`config.mk`:
```
export PLATFORM = sky130hd
export DESIGN_NAME = roc_rail_order
export DESIGN_NICKNAME = d
export VERILOG_FILES = /design/src/roc_pkg.sv /design/src/roc_off_timer.sv /design/src/roc_rail_order.sv
export SDC_FILE = /design/constraint.sdc
export NUM_CORES = 1
export LEC_CHECK = 0
export BUFFER_PORTS_ARGS = -buffer_cell sky130_fd_sc_hd__buf_2
export CAP_MARGIN = 10
export CORE_AREA = 2 2 91 71
export DETAILED_ROUTE_END_ITERATION = 7
export DIE_AREA = 0 0 93 73
export MAX_ROUTING_LAYER = met4
export PLACE_DENSITY_LB_ADDON = 0.3
export SYNTH_ARGS = -nofsm -noshare
export SYNTH_HDL_FRONTEND = slang
export SYNTH_SLANG_ARGS = --single-unit
```
`constraint.sdc`:
```
create_clock -name mclk -period 4.08 [get_ports mclk]
set_input_delay 0.204 -clock mclk [delete_from_list [all_inputs] [get_ports mclk]]
set_output_delay 0.204 -clock mclk [all_outputs]
set_load 0.01 [all_outputs]
```
`src/roc_pkg.sv`:
```
package roc_pkg;
    localparam logic [7:0] ORDER_OFS = 8'he0;
    localparam logic [7:0] FOLLOW_OFS = 8'he1;
    localparam logic [15:0] ORDER_RST = 16'h0000;
    localparam logic [7:0] FOLLOW_RST = 8'h00;
    localparam logic [15:0] ORDER_MASK = 16'h9f9f;
    localparam logic [7:0] FOLLOW_MASK = 8'h86;
    localparam int PRE_EN_BIT = 15;
    localparam int PRE_ID_LSB = 8;
    localparam int SUC_EN_BIT = 7;
    localparam int SUC_ID_LSB = 0;
    localparam int ID_W = 5;
    localparam int FOL_EN_BIT = 7;
    localparam int FOL_HALF_BIT = 2;
    localparam int FOL_LIM_BIT = 1;
    localparam int OFF_DELAY_NS = 1000;
    localparam int CLK_NS = 100;
    localparam int OFF_DELAY_CYC = (OFF_DELAY_NS + CLK_NS - 1) / CLK_NS;
    typedef enum logic [1:0] {EV_NONE, EV_PG, EV_DOWN} roc_ev_t;
    typedef enum logic [1:0] {ST_OFF, ST_WAIT, ST_ON, ST_DELAY} roc_st_t;
endpackage

```
`src/roc_off_timer.sv`:
```
`timescale 1ns/10ps
module roc_off_timer #(
    parameter int W = 16
) (
    input wire logic mclk,
    input wire logic sys_rst,
    input wire logic start,
    input wire logic abort,
    input wire logic [W-1:0] count,
    output logic done
);
    if (W < 1)
    begin : g_w_chk
        $error("W too small");
    end
    logic [W-1:0] cnt_q, cnt_d;
    logic run_q, run_d, done_q, done_d;
    always_comb
    begin
        cnt_d = cnt_q;
        run_d = run_q;
        done_d = 1'b0;
        if (abort)
        begin
            run_d = 1'b0;
        end
        else if (start)
        begin
            cnt_d = count;
            run_d = 1'b1;
        end
        else if (run_q)
        begin
            if (cnt_q <= {{(W-1){1'b0}}, 1'b1})
            begin
                run_d = 1'b0;
                done_d = 1'b1;
            end
            else
                cnt_d = cnt_q - {{(W-1){1'b0}}, 1'b1};
        end
    end
    always_ff @(posedge mclk)
    begin
        if (sys_rst)
        begin
            cnt_q <= '0;
            run_q <= 1'b0;
            done_q <= 1'b0;
        end
        else
        begin
            cnt_q <= cnt_d;
            run_q <= run_d;
            done_q <= done_d;
        end
    end
    assign done = done_q;
endmodule // roc_off_timer

```
`src/roc_rail_order.sv`:
```
`timescale 1ns/10ps
module roc_rail_order #(
    parameter int DLY_W = 16,
    parameter logic [DLY_W-1:0] OFF_CYCLES = DLY_W'(roc_pkg::OFF_DELAY_CYC)
) (
    input wire logic mclk,
    input wire logic sys_rst,
    input wire logic cfg_wr,
    input wire logic cfg_rd,
    input wire logic [7:0] cfg_addr,
    input wire logic [15:0] cfg_wdata,
    output logic [15:0] cfg_rdata,
    input wire logic own_enable,
    input wire logic fault,
    input wire logic in_group,
    input wire logic [4:0] own_id,
    input wire logic bus_ev_valid,
    input wire logic [1:0] bus_ev_kind,
    input wire logic [4:0] bus_ev_id,
    input wire logic retry_req,
    input wire logic margin_hi_req,
    input wire logic margin_lo_req,
    output logic out_on,
    output logic tx_valid,
    output logic [1:0] tx_kind,
    output logic [4:0] tx_id,
    output logic follow_en,
    output logic follow_half,
    output logic follow_ref_limit,
    output logic follow_start,
    output logic margin_hi,
    output logic margin_lo,
    output logic retry_go
);
    // Timer needs a count above one to be useful
    if (DLY_W < 2)
    begin : g_dly_chk
        $error("DLY_W too small");
    end
    // A zero delay would quietly wait one cycle
    if (OFF_CYCLES == '0)
    begin : g_off_chk
        $error("OFF_CYCLES must be nonzero");
    end
    // Id fields must stay inside their own byte
    if (roc_pkg::PRE_ID_LSB + roc_pkg::ID_W > 16 ||
        roc_pkg::SUC_ID_LSB + roc_pkg::ID_W > 8)
    begin : g_id_chk
        $error("Rail id field outside its byte");
    end
    // Configuration words are stored already masked
    logic [15:0] order_q, order_d;
    logic [7:0] follow_q, follow_d;
    logic [15:0] rdata_q, rdata_d;
    roc_pkg::roc_st_t st_q, st_d;
    logic on_q, on_d, txv_q, txv_d, fs_q, fs_d;
    logic [1:0] txk_q, txk_d;
    logic mh_q, mh_d, ml_q, ml_d, rg_q, rg_d, fault_off_q, fault_off_d;
    logic tmr_start, tmr_abort, tmr_done;
    logic pre_en, suc_en, pre_hit, suc_hit, trk;

    // A bus event counts only with matching kind and rail id
    function automatic logic ev_match(input logic [1:0] kind,
        input roc_pkg::roc_ev_t want, input logic [4:0] id,
        input logic [4:0] cfg_id);
        ev_match = bus_ev_valid && kind == 2'(want) && id == cfg_id;
    endfunction

    // One decoder keeps the read and write maps in step
    function automatic logic is_order(input logic [7:0] addr);
        is_order = addr == roc_pkg::ORDER_OFS;
    endfunction

    function automatic logic is_follow(input logic [7:0] addr);
        is_follow = addr == roc_pkg::FOLLOW_OFS;
    endfunction

    // Enables and ids decoded straight from the stored word

    assign pre_en = order_q[roc_pkg::PRE_EN_BIT];
    assign suc_en = order_q[roc_pkg::SUC_EN_BIT];
    assign pre_hit = ev_match(bus_ev_kind, roc_pkg::EV_PG, bus_ev_id,
        order_q[roc_pkg::PRE_ID_LSB +: roc_pkg::ID_W]);
    assign suc_hit = ev_match(bus_ev_kind, roc_pkg::EV_DOWN, bus_ev_id,
        order_q[roc_pkg::SUC_ID_LSB +: roc_pkg::ID_W]);
    assign trk = follow_q[roc_pkg::FOL_EN_BIT];

    always_comb
    begin
        order_d = order_q;
        follow_d = follow_q;
        rdata_d = rdata_q;
        // Unmapped reads give zero, unmapped writes are dropped
        if (cfg_wr)
        begin
            if (is_order(cfg_addr))
                order_d = cfg_wdata & roc_pkg::ORDER_MASK;
            else if (is_follow(cfg_addr))
                follow_d = cfg_wdata[7:0] & roc_pkg::FOLLOW_MASK;
        end
        if (cfg_rd)
        begin
            if (is_order(cfg_addr))
                rdata_d = order_q;
            else if (is_follow(cfg_addr))
                rdata_d = {8'h00, follow_q};
            else
                rdata_d = 16'h0000;
        end
    end

    // Fault path never touches the bus transmitter
    always_comb
    begin
        st_d = st_q;
        on_d = on_q;
        txv_d = 1'b0;
        txk_d = txk_q;
        fs_d = 1'b0;
        tmr_start = 1'b0;
        tmr_abort = 1'b0;
        fault_off_d = fault_off_q;
        rg_d = 1'b0;
        if (fault)
        begin
            // Local shutdown only, neighbours are not told
            st_d = roc_pkg::ST_OFF;
            on_d = 1'b0;
            tmr_abort = 1'b1;
            fault_off_d = 1'b1;
        end
        else
        begin
            // Grouped rails hold off until re-enabled
            if (fault_off_q && retry_req)
            begin
                if (!(pre_en || suc_en || in_group))
                begin
                    rg_d = 1'b1;
                    fault_off_d = 1'b0;
                end
            end
            if (fault_off_q && !own_enable)
                fault_off_d = 1'b0;
            // Power-good only counts while waiting to start
            case (st_q)
                roc_pkg::ST_OFF:
                begin
                    if (own_enable && !fault_off_q)
                        st_d = roc_pkg::ST_WAIT;
                end
                roc_pkg::ST_WAIT:
                begin
                    if (!own_enable)
                        st_d = roc_pkg::ST_OFF;
                    else if (!pre_en || pre_hit)
                    begin
                        st_d = roc_pkg::ST_ON;
                        on_d = 1'b1;
                        fs_d = trk;
                        txv_d = 1'b1;
                        txk_d = 2'(roc_pkg::EV_PG);
                    end
                end
                roc_pkg::ST_ON:
                begin
                    if (!own_enable || (suc_en && suc_hit))
                    begin
                        st_d = roc_pkg::ST_DELAY;
                        tmr_start = 1'b1;
                    end
                end
                roc_pkg::ST_DELAY:
                begin
                    // Timer carries the fixed OFF_CYCLES turn-off delay
                    if (tmr_done)
                    begin
                        st_d = roc_pkg::ST_OFF;
                        on_d = 1'b0;
                        txv_d = 1'b1;
                        txk_d = 2'(roc_pkg::EV_DOWN);
                    end
                end
                default:
                    st_d = roc_pkg::ST_OFF;
            endcase
        end
        // Margin requests are held back while tracking
        mh_d = margin_hi_req && !trk;
        ml_d = margin_lo_req && !trk;
    end

    // Delay counter kept apart so its width can grow alone
    roc_off_timer #(.W(DLY_W)) u_off_timer (
        .mclk(mclk),
        .sys_rst(sys_rst),
        .start(tmr_start),
        .abort(tmr_abort),
        .count(OFF_CYCLES),
        .done(tmr_done)
    );

    always_ff @(posedge mclk)
    begin
        if (sys_rst)
        begin
            order_q <= roc_pkg::ORDER_RST;
            follow_q <= roc_pkg::FOLLOW_RST;
            rdata_q <= 16'h0000;
        end
        else
        begin
            order_q <= order_d;
            follow_q <= follow_d;
            rdata_q <= rdata_d;
        end
    end

    // Sequencer state kept apart from the register file
    always_ff @(posedge mclk)
    begin
        if (sys_rst)
        begin
            st_q <= roc_pkg::ST_OFF;
            on_q <= 1'b0;
            txv_q <= 1'b0;
            txk_q <= 2'h0;
            fs_q <= 1'b0;
            mh_q <= 1'b0;
            ml_q <= 1'b0;
            rg_q <= 1'b0;
            fault_off_q <= 1'b0;
        end
        else
        begin
            st_q <= st_d;
            on_q <= on_d;
            txv_q <= txv_d;
            txk_q <= txk_d;
            fs_q <= fs_d;
            mh_q <= mh_d;
            ml_q <= ml_d;
            rg_q <= rg_d;
            fault_off_q <= fault_off_d;
        end
    end

    // Tracking controls change in the cycle the byte is written
    logic [4:0] id_q, id_d;
    logic en_q, en_d, half_q, half_d, lim_q, lim_d;
    always_comb
    begin
        id_d = own_id;
        en_d = follow_d[roc_pkg::FOL_EN_BIT];
        half_d = follow_d[roc_pkg::FOL_HALF_BIT];
        lim_d = follow_d[roc_pkg::FOL_LIM_BIT];
    end
    always_ff @(posedge mclk)
    begin
        if (sys_rst)
        begin
            id_q <= 5'h00;
            en_q <= 1'b0;
            half_q <= 1'b0;
            lim_q <= 1'b0;
        end
        else
        begin
            id_q <= id_d;
            en_q <= en_d;
            half_q <= half_d;
            lim_q <= lim_d;
        end
    end

    // Every output is a register, nothing in between
    assign cfg_rdata = rdata_q;
    assign out_on = on_q;
    assign tx_valid = txv_q;
    assign tx_kind = txk_q;
    assign tx_id = id_q;
    assign follow_en = en_q;
    assign follow_half = half_q;
    assign follow_ref_limit = lim_q;
    assign follow_start = fs_q;
    assign margin_hi = mh_q;
    assign margin_lo = ml_q;
    assign retry_go = rg_q;
endmodule // roc_rail_order

```
==> results.toml <==
[placed_design]
placed_cell_area_um2 = 3260
place_hpwl_um = 4850
place.gp.congestion = 0.822
io_buffers = 70

[drt]
wl_um = 6920
drc = 0
vias_per_cell = 5.49
drt-initial-drc-count = 184
dr.pass1.iters = 4
dr_total_vias = 2628
wl_per_cell_um = 14.4
drtAntennaViolNets = 0

[worst_hold_path]
min_path_type = "input pin to register"
min_from = "own_id[2]"
min_to = "tx_id[2]"
holdPathStages = 2

[yosys]
syn-cell-area_um2 = 2900
async_reset_ff_share_pct = 0
synth_seq_cells = 61
avgSynthCellArea_um2 = 8.75
yosysTopAreaCell = "dfxtp_1"
synthCells = 331
ys_top_cells_by_area = "dfxtp_1 42%, a21oi_1 4.1%, mux2i_1 4.1%"
synth_edf_count = 0
synth_top_area_share_pct = 42.2
synth_cell_type_count = 50
yosys_warnings = 0
synth.most_common_cell = "dfxtp_1"
yosysSeqAreaShare_pct = 42.2
yosys-top-cells-count = "61 x dfxtp_1, 28 x nor2_1, 27 x nand2_1"
synth_flop_cell = "dfxtp_1"

[sta]
slew_violations = 0
timing.fmax_mhz = 447
hold_violations = 0
clock_skew_ps = 7.02
finalSetupTns_ps = 0
min_period_over_period_pct = 54.9
tightest_slew_ps = 956
setup_violations = 0
relSlewSlack_pct = 36.3
rsz0062_at_grt = "no"
period_needed_ps = 2240

[die]
row_count = 25
num_io_pins = 79
fp.dieArea_um2 = 6790
start_util_pct = 48.2
coreArea_um2 = 6010
die_y_um = 73
die_w_um = 93

[setup_path]
reg2reg_to = "u_off_timer.cnt_q[15]"
crit_path_start_kind = "input pin"
critPathKind = "input pin to register"
cp_max_fo = 13
worstSetupEndpointType = "register"
required_ps = 4270
rr_worst_depth = 5
r2r_slack_ps = 2100
cp_data_arrival_time_ps = 2420
r2r_start = "u_off_timer.cnt_q[2]"

[clocking]
clk_pin_slew_worst_paths_ps = 70
postCtsHoldBufs = 0
clockBufferDepth = 2
h-tree-depth = 3
worstSkewPairLatency_ps = 330
cts_root_buffer = "clkbuf_8"
cts_made_buffers = 9
post-cts-setup-buffers = 0
cts_sinks = 61
cts_tree = "yes"
cts_resized = 0

[power]
ir_drop_uv = 211
p_per_area_nw_per_um2 = 347
power_mw = 1.20
total_leakage_power_nw = 1.36

[outcome]
outcome = "completed"

[global_route]
grt_max_degree = 54
grt_pass1_wl_um = 11600
grt_usage_pct = 22.2
grt_pass1_vias = 2476
grt.overflow.total = 0
antenna_found_initial = 0

[finish]
postLayoutCellArea_um2 = 3450
final_nets = 442
fillers = 560
areaGrowthSynthToFinish_pct = 19.2
diodes = 0
drive_gt1_share_pct = 24.9

[flow_run]
max_cap_violations = 0
-- per-layer routing --
metal | vias to the layer above | global-route usage [%] | part of all wire, %
li1 | 1309 | - | -
met4 | 0 | 6.37 | 0.82
met3 | 6 | 6.51 | 7.1
met5 | - | - | 0
met1 | 1221 | 29.3 | 49
met2 | 92 | 33.5 | 43
-- how the worst max path moves through the flow --
stage / start / end / slack [ps] / depth (start not counted)
2_1_floorplan: u_off_timer.cnt_q[0] / u_off_timer.cnt_q[9] / 2300 / 7
3_3_place_gp: cfg_addr[1] / order_q[10] / 1550 / 6
3_5_place_dp: cfg_addr[1] / order_q[11] / 1550 / 6
4_1_cts: cfg_addr[1] / order_q[7] / 1870 / 6
5_1_grt: cfg_addr[1] / order_q[7] / 1710 / 6
6_report: cfg_addr[1] / order_q[7] / 1840 / 6
-- kinds of logic (layout without fill, tap and decap cells) --
| logic type | Yosys count | in the layout | share of synthesized area [%] |
|---|---|---|---|
| xor+xnor | 11 | 11 | 3.33 |
| compound gates | 72 | 72 | 16.9 |
| other cells | 1 | 4 | 0.129 |
| fa+ha+maj | 2 | 2 | 0.864 |
| mux | 12 | 12 | 4.15 |
| flops | 61 | 61 | 42.2 |
| buf+inv | 31 | 95 | 4.84 |
| simple gates | 141 | 141 | 27.6 |
-- sequential cells by signal (all words and copies together) (netlist names), named ones only --
signal / count
cfg_rdata: 12
fault_off_q: 1
follow_q: 3
follow_start: 1
margin_hi: 1
margin_lo: 1
order_q: 12
out_on: 1
retry_go: 1
st_q: 1
tx_id: 5
tx_kind: 2
tx_valid: 1
u_off_timer.cnt_q: 16
u_off_timer.done: 1
u_off_timer.run_q: 1
-- power by group --
group          switching (mW)  internal, mW  total [mW]  leakage [nW]
Clock                   0.224         0.285       0.509         0.101
Sequential            0.00357         0.603       0.606         0.494
Combinational          0.0484        0.0343      0.0826         0.767
-- cell type report --
cell class / instances / area (um^2) / area share [%]
multi-input cells: 242 / 1550 / 44.8
flip-flops and latches: 61 / 1220 / 35.4
repair buffers: 71 / 358 / 10.4
clock buffers: 13 / 179 / 5.18
well taps: 81 / 101 / 2.93
inverters: 8 / 30.0 / 0.870
clock inverters: 3 / 17.5 / 0.507
-- critical path, cell delays in order --
cell     delay, ps
buf_2           90
or3_1          410
nor3_2         660
and2_1         700
mux2i_1        290
nor2_1          50
-- layout by cell type, fill, tap and decap left out, drive strengths merged, types with 4 or more instances in the layout --
cell / count
conb: 4
inv: 8
dfxtp: 61
a31oi: 7
nor3b: 5
nand4b: 4
xnor2: 6
a211oi: 9
nand2: 27
o211ai: 4
nor4: 5
nor2: 28
nor2b: 6
clkbuf: 13
o32ai: 4
nand3: 20
o21ai: 7
nor3: 11
nand2b: 11
buf: 71
nand4: 6
mux2i: 12
a21oi: 24
xor2: 5
-- per-stage QoR --
step	cells	utilization (%)	hold WS (ps)	setup WS, ps
2_1_floorplan	334	-	332	2300
3_3_place_gp	463	54.2	421	1550
3_5_place_dp	463	54.2	419	1550
4_1_cts	479	57.5	67.8	1870
5_1_grt	479	57.5	65.0	1710
6_report	479	57.5	78.2	1840
Note: power is estimated with default switching activity, not from simulation.
